`config.mk`:
```
export PLATFORM = sky130hd
export DESIGN_NAME = clock_stop_spi
export DESIGN_NICKNAME = d
export VERILOG_FILES = /design/src/common/clock_stop_pkg.sv /design/src/rtl/clock_stop_spi.sv /design/src/rtl/bit_clock_divider.sv
export VERILOG_INCLUDE_DIRS = /design/src /design/src/common
export SDC_FILE = /design/constraint.sdc
export NUM_CORES = 1
export LEC_CHECK = 0
export ABC_AREA = 1
export BUFFER_PORTS_ARGS = -buffer_cell sky130_fd_sc_hd__buf_2
export CORE_MARGIN = 8
export CORE_UTILIZATION = 28
export CTS_CLUSTER_DIAMETER = 30
export DETAILED_ROUTE_END_ITERATION = 10
export PLACE_DENSITY_LB_ADDON = 0.12
export RECOVER_POWER = 25
export SLEW_MARGIN = 15
export SYNTH_ARGS = -nofsm -noshare
export SYNTH_HDL_FRONTEND = slang
export SYNTH_SLANG_ARGS = --single-unit
```
`constraint.sdc`:
```
create_clock -name clk_sys_i -period 2.9 [get_ports clk_sys_i]
set_input_delay 0.435 -clock clk_sys_i [delete_from_list [all_inputs] [get_ports clk_sys_i]]
set_output_delay 0.435 -clock clk_sys_i [all_outputs]
set_load 0.005 [all_outputs]
```
`src/common/clock_stop_cfg.svh`:
```
`ifndef CLOCK_STOP_CFG_SVH
`define CLOCK_STOP_CFG_SVH

// cpu clock period
`define CPU_PERIOD_NS      10

// divider field width and default serial word length
`define DIV_W              8
`define WORD_BITS          8

// sample-rate source select codes
`define SRG_SRC_CPU_HALF   1'b1
`define SRG_SRC_EXTERNAL   1'b0

// clock-stop codes
`define STOP_CODE_NO_DELAY 2'b10
`define STOP_CODE_HALF     2'b11

// extra first-bit delay window, in cpu periods
`define TX_EXTRA_MIN_P     2
`define TX_EXTRA_MAX_P     4
`define TX_EXTRA_CYCLES    ((`TX_EXTRA_MIN_P + `TX_EXTRA_MAX_P) / 2)

// synchroniser lane positions
`define SYNC_TX_CLK        0
`define SYNC_TX_FS         1
`define SYNC_RX_CLK        2
`define SYNC_RX_FS         3
`define SYNC_RX_LINE       4
`define SYNC_EXT_SRC       5
`define SYNC_LANES         6

`endif

```
`src/common/clock_stop_pkg.sv`:
```
`include "clock_stop_cfg.svh"

package clock_stop_pkg;

   // static port configuration
   typedef struct packed {
      logic              master_mode;
      logic              srg_source_select;
      logic [`DIV_W-1:0] srg_divider;
      logic              tx_delay_enable;
      logic [1:0]        clock_stop_code;
      logic              tx_clock_polarity;
      logic              tx_frame_polarity;
      logic              rx_frame_polarity;
   } port_cfg_s;

   // clock/frame direction bits shown to the outside
   typedef struct packed {
      logic tx_clock_direction;
      logic tx_frame_direction;
      logic rx_clock_direction;
      logic rx_frame_direction;
   } port_dir_s;

   // master sequencer states
   typedef enum logic [2:0] {
      ST_IDLE  = 3'b001,
      ST_LEAD  = 3'b010,
      ST_SHIFT = 3'b100
   } master_state_e;

endpackage

```
`src/rtl/clock_stop_spi.sv`:
```
`timescale 1ns/100ps
`include "clock_stop_cfg.svh"

module clock_stop_spi
   import clock_stop_pkg::*;
#(
   parameter int WORD_BITS = `WORD_BITS
) (
   // clock and reset
   input  wire logic                 clk_sys_i,
   input  wire logic                 rst_n_i,
   // configuration
   input  wire port_cfg_s            cfg_i,
   output port_dir_s                 dir_o,
   // user transmit side
   input  wire logic                 start_i,
   input  wire logic [WORD_BITS-1:0] tx_word_i,
   output logic                      busy_o,
   // user receive side
   output logic [WORD_BITS-1:0]      rx_word_o,
   output logic                      rx_valid_o,
   // external sample-rate source
   input  wire logic                 ext_source_clock_i,
   // transmit bit clock pin
   input  wire logic                 tx_bit_clock_i,
   output logic                      tx_bit_clock_o,
   output logic                      tx_bit_clock_oe_n_o,
   // transmit frame sync pin
   input  wire logic                 tx_frame_sync_i,
   output logic                      tx_frame_sync_o,
   output logic                      tx_frame_sync_oe_n_o,
   // receive pins
   input  wire logic                 rx_bit_clock_i,
   input  wire logic                 rx_frame_sync_i,
   input  wire logic                 serial_rx_line_i,
   // transmit data pin
   output logic                      serial_tx_line_o,
   output logic                      serial_tx_line_oe_n_o
);

   localparam int PW = `DIV_W + 2;
   localparam int CW = $clog2(WORD_BITS + 1);
   localparam int XW = $clog2(`TX_EXTRA_CYCLES + 1);

   ////////////////////////////////////////////////////////////////////////////
   // pin synchronisers

   logic [`SYNC_LANES-1:0] meta;
   logic [`SYNC_LANES-1:0] sync;
   logic [`SYNC_LANES-1:0] sync_q;
   logic [`SYNC_LANES-1:0] pins;

   assign pins = {ext_source_clock_i, serial_rx_line_i, rx_frame_sync_i,
                  rx_bit_clock_i, tx_frame_sync_i, tx_bit_clock_i};

   // two stages, then a third for edge detection
   always_ff @(posedge clk_sys_i or negedge rst_n_i) begin
      if (!rst_n_i) begin
         meta   <= '0;
         sync   <= '0;
         sync_q <= '0;
      end else begin
         meta   <= pins;
         sync   <= meta;
         sync_q <= sync;
      end
   end

   ////////////////////////////////////////////////////////////////////////////
   // mode, directions and phase lengths

   logic          is_master;
   logic          code_half;
   logic          odd_or_zero;
   logic          half_tick;
   logic [PW-1:0] high_len;
   logic [PW-1:0] low_len;
   logic [PW-1:0] lead_len;

   assign is_master = cfg_i.master_mode;
   assign code_half = (cfg_i.clock_stop_code == `STOP_CODE_HALF);

   // master: tx clock and frame pins driven, rx pins sensed; slave: clock and frame pins all sensed
   assign dir_o.tx_clock_direction = is_master;
   assign dir_o.tx_frame_direction = is_master;
   assign dir_o.rx_clock_direction = 1'b0;
   assign dir_o.rx_frame_direction = 1'b0;
   assign tx_bit_clock_oe_n_o  = ~is_master;
   assign tx_frame_sync_oe_n_o = ~is_master;

   // a half tick is half a sample-rate period, at most one per cpu cycle
   assign half_tick = (cfg_i.srg_source_select == `SRG_SRC_CPU_HALF) ? 1'b1 :
                      (sync[`SYNC_EXT_SRC] ^ sync_q[`SYNC_EXT_SRC]);

   // lengths in half ticks: twice the input-period counts
   assign odd_or_zero = cfg_i.srg_divider[0] | (cfg_i.srg_divider == '0);
   assign high_len = odd_or_zero ? PW'(cfg_i.srg_divider) + PW'(1) :
                                   PW'(cfg_i.srg_divider) + PW'(2);
   assign low_len  = odd_or_zero ? PW'(cfg_i.srg_divider) + PW'(1) :
                                   PW'(cfg_i.srg_divider);
   assign lead_len = code_half ? low_len + high_len : low_len;

   ////////////////////////////////////////////////////////////////////////////
   // master sequencer

   master_state_e state;
   master_state_e next_state;
   logic [PW-1:0] lead_cnt;
   logic [CW-1:0] fall_cnt;
   logic          accept;
   logic          div_run;
   logic          div_level;
   logic          div_rise;
   logic          div_fall;
   logic          last_fall;
   logic          frame_tail;
   logic          frame_on;

   // select held one cycle past the last edge so the final bit is still framed
   assign frame_on  = (state != ST_IDLE) | frame_tail;
   assign accept    = (state == ST_IDLE) & ~frame_tail & is_master & start_i;
   assign last_fall = div_fall & (fall_cnt == CW'(WORD_BITS - 1));
   // clock starts once the select lead has elapsed
   assign div_run   = (state == ST_SHIFT) |
                      ((state == ST_LEAD) & (lead_cnt == '0));

   // sequencer transitions
   always_comb begin
      next_state = state;
      case (state)
         ST_IDLE:  if (accept) next_state = ST_LEAD;
         ST_LEAD:  if (half_tick && lead_cnt == '0) next_state = ST_SHIFT;
         ST_SHIFT: if (last_fall) next_state = ST_IDLE;
         default:  next_state = ST_IDLE;
      endcase
      if (!is_master) next_state = ST_IDLE;
   end

   // state and counters
   always_ff @(posedge clk_sys_i or negedge rst_n_i) begin
      if (!rst_n_i) begin
         state      <= ST_IDLE;
         lead_cnt   <= '0;
         fall_cnt   <= '0;
         frame_tail <= 1'b0;
      end else begin
         state      <= next_state;
         frame_tail <= last_fall;
         if (accept) begin
            lead_cnt <= lead_len - PW'(1);
         end else if (state == ST_LEAD && half_tick && lead_cnt != '0) begin
            lead_cnt <= lead_cnt - PW'(1);
         end
         if (state != ST_SHIFT) begin
            fall_cnt <= '0;
         end else if (div_fall) begin
            fall_cnt <= fall_cnt + CW'(1);
         end
      end
   end

   bit_clock_divider #(
      .PW          (PW)
   ) u_divider (
      .clk_sys_i   (clk_sys_i),
      .rst_n_i     (rst_n_i),
      .run_i       (div_run),
      .half_tick_i (half_tick),
      .high_len_i  (high_len),
      .low_len_i   (low_len),
      .level_o     (div_level),
      .rise_o      (div_rise),
      .fall_o      (div_fall)
   );

   // clock idles at its polarity level between frames
   assign tx_bit_clock_o  = div_level ^ cfg_i.tx_clock_polarity;
   // active select shown low when frame polarity is 1
   assign tx_frame_sync_o = frame_on ^ cfg_i.tx_frame_polarity;

   ////////////////////////////////////////////////////////////////////////////
   // transmit path

   logic                 tx_clk_lvl;
   logic                 tx_clk_lvl_q;
   logic                 tx_rise;
   logic                 tx_fall;
   logic                 tx_active;
   logic                 tx_active_q;
   logic                 frame_start;
   logic                 load;
   logic                 launch;
   logic [WORD_BITS-1:0] tx_src;
   logic [WORD_BITS-1:0] tx_shift;
   logic                 tx_first;
   logic                 stage_bit;
   logic [XW-1:0]        dly_cnt;

   assign tx_clk_lvl   = sync[`SYNC_TX_CLK] ^ cfg_i.tx_clock_polarity;
   assign tx_clk_lvl_q = sync_q[`SYNC_TX_CLK] ^ cfg_i.tx_clock_polarity;
   assign tx_rise = is_master ? div_rise : (tx_clk_lvl & ~tx_clk_lvl_q);
   assign tx_fall = is_master ? div_fall : (~tx_clk_lvl & tx_clk_lvl_q);
   // slave select is inverted here when tx frame polarity is 1
   assign tx_active = is_master ? frame_on :
                      (sync[`SYNC_TX_FS] ^ cfg_i.tx_frame_polarity);
   assign frame_start = tx_active & ~tx_active_q;
   assign load   = is_master ? accept : frame_start;
   assign launch = tx_active & (code_half ? (tx_fall | frame_start) : tx_rise);
   assign tx_src = load ? tx_word_i : tx_shift;
   assign busy_o = tx_active;

   // shift out msb first; first bit may carry the extra delay
   always_ff @(posedge clk_sys_i or negedge rst_n_i) begin
      if (!rst_n_i) begin
         tx_active_q           <= 1'b0;
         tx_shift              <= '0;
         tx_first              <= 1'b0;
         stage_bit             <= 1'b0;
         dly_cnt               <= '0;
         serial_tx_line_o      <= 1'b0;
         serial_tx_line_oe_n_o <= 1'b1;
      end else begin
         tx_active_q           <= tx_active;
         serial_tx_line_oe_n_o <= ~tx_active;
         if (launch) begin
            stage_bit <= tx_src[WORD_BITS-1];
            tx_shift  <= tx_src << 1;
            tx_first  <= 1'b0;
            dly_cnt   <= ((load | tx_first) & cfg_i.tx_delay_enable) ?
                         XW'(`TX_EXTRA_CYCLES) : '0;
         end else begin
            if (load) begin
               tx_shift <= tx_word_i;
               tx_first <= 1'b1;
            end
            if (dly_cnt != '0) dly_cnt <= dly_cnt - XW'(1);
         end
         if (dly_cnt == '0) serial_tx_line_o <= stage_bit;
      end
   end

   ////////////////////////////////////////////////////////////////////////////
   // receive path

   logic                 rx_clk_lvl;
   logic                 rx_clk_lvl_q;
   logic                 rx_active;
   logic                 sample;
   logic [WORD_BITS-1:0] rx_shift;
   logic [WORD_BITS-1:0] rx_next;
   logic [CW-1:0]        rx_cnt;

   assign rx_clk_lvl   = sync[`SYNC_RX_CLK] ^ cfg_i.tx_clock_polarity;
   assign rx_clk_lvl_q = sync_q[`SYNC_RX_CLK] ^ cfg_i.tx_clock_polarity;
   assign rx_active = sync[`SYNC_RX_FS] ^ cfg_i.rx_frame_polarity;
   assign sample = rx_active & (code_half ? (rx_clk_lvl & ~rx_clk_lvl_q) :
                                            (~rx_clk_lvl & rx_clk_lvl_q));
   assign rx_next = {rx_shift[WORD_BITS-2:0], sync[`SYNC_RX_LINE]};

   // collect a word, hand it over with a one-cycle strobe
   always_ff @(posedge clk_sys_i or negedge rst_n_i) begin
      if (!rst_n_i) begin
         rx_shift   <= '0;
         rx_cnt     <= '0;
         rx_word_o  <= '0;
         rx_valid_o <= 1'b0;
      end else begin
         rx_valid_o <= 1'b0;
         if (!rx_active) begin
            rx_cnt <= '0;
         end else if (sample) begin
            rx_shift <= rx_next;
            if (rx_cnt == CW'(WORD_BITS - 1)) begin
               rx_cnt     <= '0;
               rx_word_o  <= rx_next;
               rx_valid_o <= 1'b1;
            end else begin
               rx_cnt <= rx_cnt + CW'(1);
            end
         end
      end
   end

endmodule

```
`src/rtl/bit_clock_divider.sv`:
```
`timescale 1ns/100ps

module bit_clock_divider #(
   parameter int PW = 10
) (
   // clock and reset
   input  wire logic          clk_sys_i,
   input  wire logic          rst_n_i,
   // control
   input  wire logic          run_i,
   input  wire logic          half_tick_i,
   input  wire logic [PW-1:0] high_len_i,
   input  wire logic [PW-1:0] low_len_i,
   // bit clock
   output logic               level_o,
   output logic               rise_o,
   output logic               fall_o
);

   logic [PW-1:0] cnt;
   logic          toggle;

   // phase ends when the count runs out on a half tick
   assign toggle = run_i & half_tick_i & (cnt == '0);
   assign rise_o = toggle & ~level_o;
   assign fall_o = toggle & level_o;

   // idle low; first half tick of a run raises the clock
   always_ff @(posedge clk_sys_i or negedge rst_n_i) begin
      if (!rst_n_i) begin
         level_o <= 1'b0;
         cnt     <= '0;
      end else if (!run_i) begin
         level_o <= 1'b0;
         cnt     <= '0;
      end else if (toggle) begin
         level_o <= ~level_o;
         cnt     <= (level_o ? low_len_i : high_len_i) - PW'(1);
      end else if (half_tick_i) begin
         cnt     <= cnt - PW'(1);
      end
   end

endmodule

```
After elaboration in Yosys (flattened, before gate mapping)
Index checks and enable logic that the tools add are counted.

storage, ports and cells
  word-level logic and storage cells = 138
  bits in registers = 82
  output and inout bits = 20

operators by class
  $add $sub $neg = 10
  equality and inequality tests = 14
  reductions and logical operators = 16
  muxes and demuxes = 38
  bitwise operators = 40

operator list
  operator                                                                count
  10-bit 2-to-1 mux                                                       8
  10-bit by 1-bit subtractor with 10-bit output (second input constant)   4
  10-bit zero test                                                        2
  4-bit 2-to-1 mux                                                        5
  1-bit bitwise AND                                                       17
  8-bit 2-to-1 mux                                                        2
  1-bit 2-to-1 mux                                                        14
  3-bit 2-to-1 mux                                                        4
  3-bit != test (second input constant)                                   4
  9-bit by 10-bit adder with 10-bit output                                1
  10-bit nonzero test                                                     1
  2-bit nonzero test                                                      5
  8-bit by 1-bit adder with 9-bit output (second input constant)          1
  8-bit by 2-bit adder with 9-bit output (second input constant)          1
  9-bit 2-to-1 mux                                                        1
  1-bit inverter                                                          9
  3-bit case mux with 3 select lines                                      1
  1-bit XOR                                                               9
  4-bit by 1-bit adder with 4-bit output (second input constant)          2
  4-bit by 3-bit equality test with 1-bit output (second input constant)  2
  8-bit zero test                                                         1
  2-bit 2-to-1 mux                                                        3
  3-bit AND reduction                                                     2
  1-bit bitwise OR                                                        5
  other kinds (12)                                                        14

Longest topological paths before layout
  depth in word-level cells = 11
  depth in mapped cells = 26
  gate-level depth less buffers = 26

Hierarchy
A second synthesis with hierarchy kept.

unflattened totals
  cell total of the unflattened synthesis = 652
  area total of the unflattened synthesis = 4961.0 µm²

by module, submodules not included
  module             instances  area an instance (µm²)  cells an instance  seq. area each (µm²)
  clock_stop_spi     1          3961.3                  494                1704.1
  bit_clock_divider  1          999.7                   158                275.3

Worst setup path before layout
OpenSTA, ideal clock, no wires.

  path type = input -> register
  from = input cfg_i[6] (netlist bit)
  to = register lead_cnt[9]
  path slack = -0.210 ns
  stages = 25
  required time = 2.783 ns
  data arrival time = 2.994 ns
  cell sequence = inv_2 > ha_1 > nand2_1 > nor2_2 > nand2_4 > nand2_8 > nand2_4 > o21ai_2 > xor2_1 > inv_1 > ha_1 > a21oi_1 > nor2_1 > a211oi_1 > nand2_1 > nand2_1 > nand3_1 > nand2_1 > o21ai_0 > a21oi_1 > nand2_1 > nand2_1 > nand2_1 > nand2_1 > nand2_1

on the way
  cells in the longest elaborated chain, start to end = 7
  elaborated cells between the ends (all ways) = 10
  those cells by class = add/sub (4); mux (4); bitwise (1); reduce/logical (1)

RTL lines
  item                                                                                              RTL line               text
  start: declaration                                                                                clock_stop_spi.sv:13   input wire port_cfg_s cfg_i,
  parallel branches: the longest is 4 deep, another holds 9-bit by 10-bit adder with 10-bit output  --
  10-bit 2-to-1 mux (*)                                                                             clock_stop_spi.sv:101  assign lead_len = code_half ? low_len + high_len : low_len;
  10-bit by 1-bit subtractor with 10-bit output (*)                                                 clock_stop_spi.sv:150  lead_cnt <= lead_len - PW'(1);
  10-bit 2-to-1 mux (*)                                                                             clock_stop_spi.sv:149  if (accept) begin
  end signal: assignment                                                                            clock_stop_spi.sv:150
  end signal: assignment                                                                            clock_stop_spi.sv:152  lead_cnt <= lead_cnt - PW'(1);
  end: declaration                                                                                  clock_stop_spi.sv:108  logic [PW-1:0] lead_cnt;

Every way passes the cells marked *.
A chain may end at the register's enable or synchronous reset.

Worst setup path after layout
  from = input cfg_i[7] (netlist bit)
  to = register lead_cnt[7]

Same word-level chain as after synthesis.

==> out/results.txt <==
outcome = complete, but fails checks
failing checks = capacitance limit, slew limit
Max stage delay on crit path = 0.23 ns
Pint = 2780 uW
Yosys warning count = 0
final setup violation count = 0
largest net degree at the start of global routing = 40
Register Area = 1980 um2
cell taking the most area after synthesis = dfrtp_1
number of synthesized flops with an enable pin = 0
Setup Skew = 0.00704 ns
DR iter-0 viols = 166
routed len/inst = 12.9 um
Hold WC Path Type = input port to flop
worst hold path startpoint = rx_frame_sync_i
Leak = 0.00318 uW
start point of the critical path = cfg_i[7]
HPWL after DPL = 9.82 mm
via count = 4378
grt met1 use = 15.5%
Worst setup EP type = flop
vias in the first global route = 4598
chip height = 148 um
Seq/Total Area, Yosys = 40.8%
FILL cells = 1852
sw frac = 37.9%
Routed Wire Length = 12.7 mm
CP Data Arrival Time = 2.86 ns
Synth top cells by count = nand2_1 (143), inv_1 (97), dfrtp_1 (77), o21ai_0 (58), nor2_1 (53)
post-synth cell types = 50
crit path kind = input port to flop
DRC viols = 0
Worst R2R Start = state[0]$_DFFE_PN1P_
Layout Utilization = 36.8%
Max Slew Vio Count = 40
max_cap viols = 1
Mapped Cells = 638
Period minus WS final = 2.66 ns
top post-synthesis cells by area = dfrtp_1 (40%), nand2_1 (11%), inv_1 (7.5%)
Fin. Hold Viols = 0
WP data required = 3.11 ns
Worst-path clk slew = 0.06 ns
GRT overflow = 0
most numerous cell in the Yosys netlist = nand2_1
fraction of layout cells with a size suffix above 1 = 26.8%
met3 Track Usage GR = 3.06%
Async SR Flop Fraction = 100%
grt peak-use layer = met2
# nets final = 805
FF+latch count, synth = 79
first-pass GRT wire length = 21.7 mm
initial antenna violation count = 0
met2 Track Usage GR = 19.6%
peak fanout along the critical path = 7
CTS tree = built
Tcrit/Tclk final = 91.6%
Slew Limit Headroom = -42.6%
Worst Tran Pin Value = 2.14 ns
Final Wtd Congestion = 0.826
I/O pins = 53
slowest CP cell = ha_4
mean number of vias per cell = 4.44
Peak VDD IR = 0.000438 V
die area = 21800 um2
f_max = 0.377 GHz
Pre-antenna DRT Iters = 4
FF-to-FF path depth = 17
critical path, cell by cell = buf_8 > inv_4 > ha_4 > nand2_4 > nor2_4 > nand2_4 > nand2_8 > nand2_4 > o21ai_2 > xor2_2 > inv_2 > ha_4 > a21oi_4 > nor2_2 > a211oi_2 > nand2_1 > nand2_1 > nand3_1 > nand2_1 > o21ai_2 > buf_4 > o21bai_1 > nand3_1 > o21ai_1
final non-filler cell total = 986
part of the power in combinational logic = 41.1%
Avg Inst Size Synth = 7.61 um2
sw power = 1700 uW
DP Cell Count = 958
n_diodes = 0
clock root buffer = clkbuf_16
worst skew pair latency = 0.34 ns
Die X = 148 um
CP startpoint kind = input port
H-tree levels = 3
buffers added on ports = 50
area delta synth->final = 29.6%
Yosys top cell area share = 39.7%
maximum buffer depth of the clock tree = 2
initial core utilization = 28.4%
total clock sinks = 79
core area = 17100 um2
Global Route Usage Sum = 12.2%
hold depth = 1
total CTS buffers = 9
area of the multi-input gates = 2550 um2
remaining antenna violation count after routing = 0
Fin Setup TNS = 0 ns
ratio of total power to cell area = 712 nW/um2
Clk pwr share = 25.0%
Most used DFF post-synth = dfrtp_1
RSZ-0062 raised after global routing = true
Sequential Power Share = 33.9%
Core Rows = 48
Syn Std Cell Area = 4860 um2
-- timing repair --
item | CTS | global route
resized for setup | 1 | 43
endpoints found under the setup margin | 2 | 6
endpoints found under the hold margin | 0 | 0
hold buffers | 0 | 0
buffers inserted | 0 | 12
pin swaps | 0 | 16
-- power by group through the flow --
stage / Sequential [uW] / Clock [uW] / Combinational (uW)
after global placement: 1530 / 0 / 1750
after global routing: 1560 / 1200 / 2110
after floorplan: 1500 / 0 / 1280
after CTS: 1520 / 1170 / 1780
final: 1520 / 1120 / 1840
after detailed placement: 1540 / 0 / 1770
-- worst max-delay path: cells and delay by family --
kind | cells | cell delay (ns)
simple gates | 11 | 0.77
compound gates | 6 | 0.73
buf+inv | 4 | 0.37
fa+ha+maj | 2 | 0.36
xor+xnor | 1 | 0.19
-- flip-flops by register name, indices dropped and copies added, names as in the netlist, 2 cells and up --
register and cells:
rx_word_o 8, state 3, rx_cnt 4, rx_shift 7
sync_q 3, meta 6, tx_shift 8, u_divider.cnt 10
dly_cnt 2, sync 6, lead_cnt 10, fall_cnt 4
-- cell usage in the layout (no fill, tap or decap), drive strengths merged --
cell	Yosys	final
and2	1	1
a21oi	29	29
o22ai	4	4
dfrtp	77	77
mux2	1	1
conb	1	2
a21boi	1	1
nor4	3	3
o21ai	74	74
nor2	59	59
ha	16	16
dfstp	2	2
o21bai	2	2
nand2	155	155
mux2i	7	7
a211oi	1	1
clkinvlp	0	1
nand3b	2	2
or2	2	2
a31oi	4	4
o211ai	3	3
nand4	8	8
clkinv	2	5
inv	103	104
o32ai	1	1
o21a	1	1
bufinv	0	1
xnor2	6	6
nand3	41	41
nor3	7	7
buf	10	117
xor2	12	12
clkbuf	3	12
-- cells by family after synthesis --
logic type	synth area share, %
xor gates and xnor gates	3.25
AOI/OAI and AO/OA	13.8
and+or+nand+nor	26.4
DFF	40.8
other	0.0772
buffers and inverters	9.89
muxes	1.67
adders and majority gates	4.12
-- final timing paths --
check                                     endpoint  slack [ns]
max in group asynchronous     state[0]$_DFFE_PN1P_        0.88
min in group asynchronous    stage_bit$_DFFE_PN0P_        0.71
hold / removal                   meta[3]$_DFF_PN0_        0.20
setup reg to reg           lead_cnt[8]$_DFFE_PN0P_        0.36
hold reg to reg                  sync[1]$_DFF_PN0_        0.35
setup / recovery           lead_cnt[7]$_DFFE_PN0P_        0.24
-- final cells by class --
class,count,share of cell area [%]
clock buffer,10,3.64
clock inverter,6,0.974
inverter,105,6.46
sequential,79,31.4
tap,225,4.47
timing repair buffer,119,12.5
multi-input combinational,442,40.5
-- metal layers --
metal	vias to the layer above	share of wire [%]
met2	76	45
li1	2276	-
met5	-	0
met1	2013	49
met4	0	1.5
met3	13	4.4
-- stage by stage --
step	total power, uW	worst slack (ns)	cell area (um2)	hold WS (ns)
after floorplan	2780	0.00500	4900	0.139
after detailed placement	3300	-0.392	5770	0.336
after CTS	4470	0.00648	6070	0.0746
after global placement	3280	-0.453	5770	0.332
after global routing	4870	-0.0407	6300	0.186
final	4480	0.244	6300	0.202
Power figures use the tool's default switching activity.
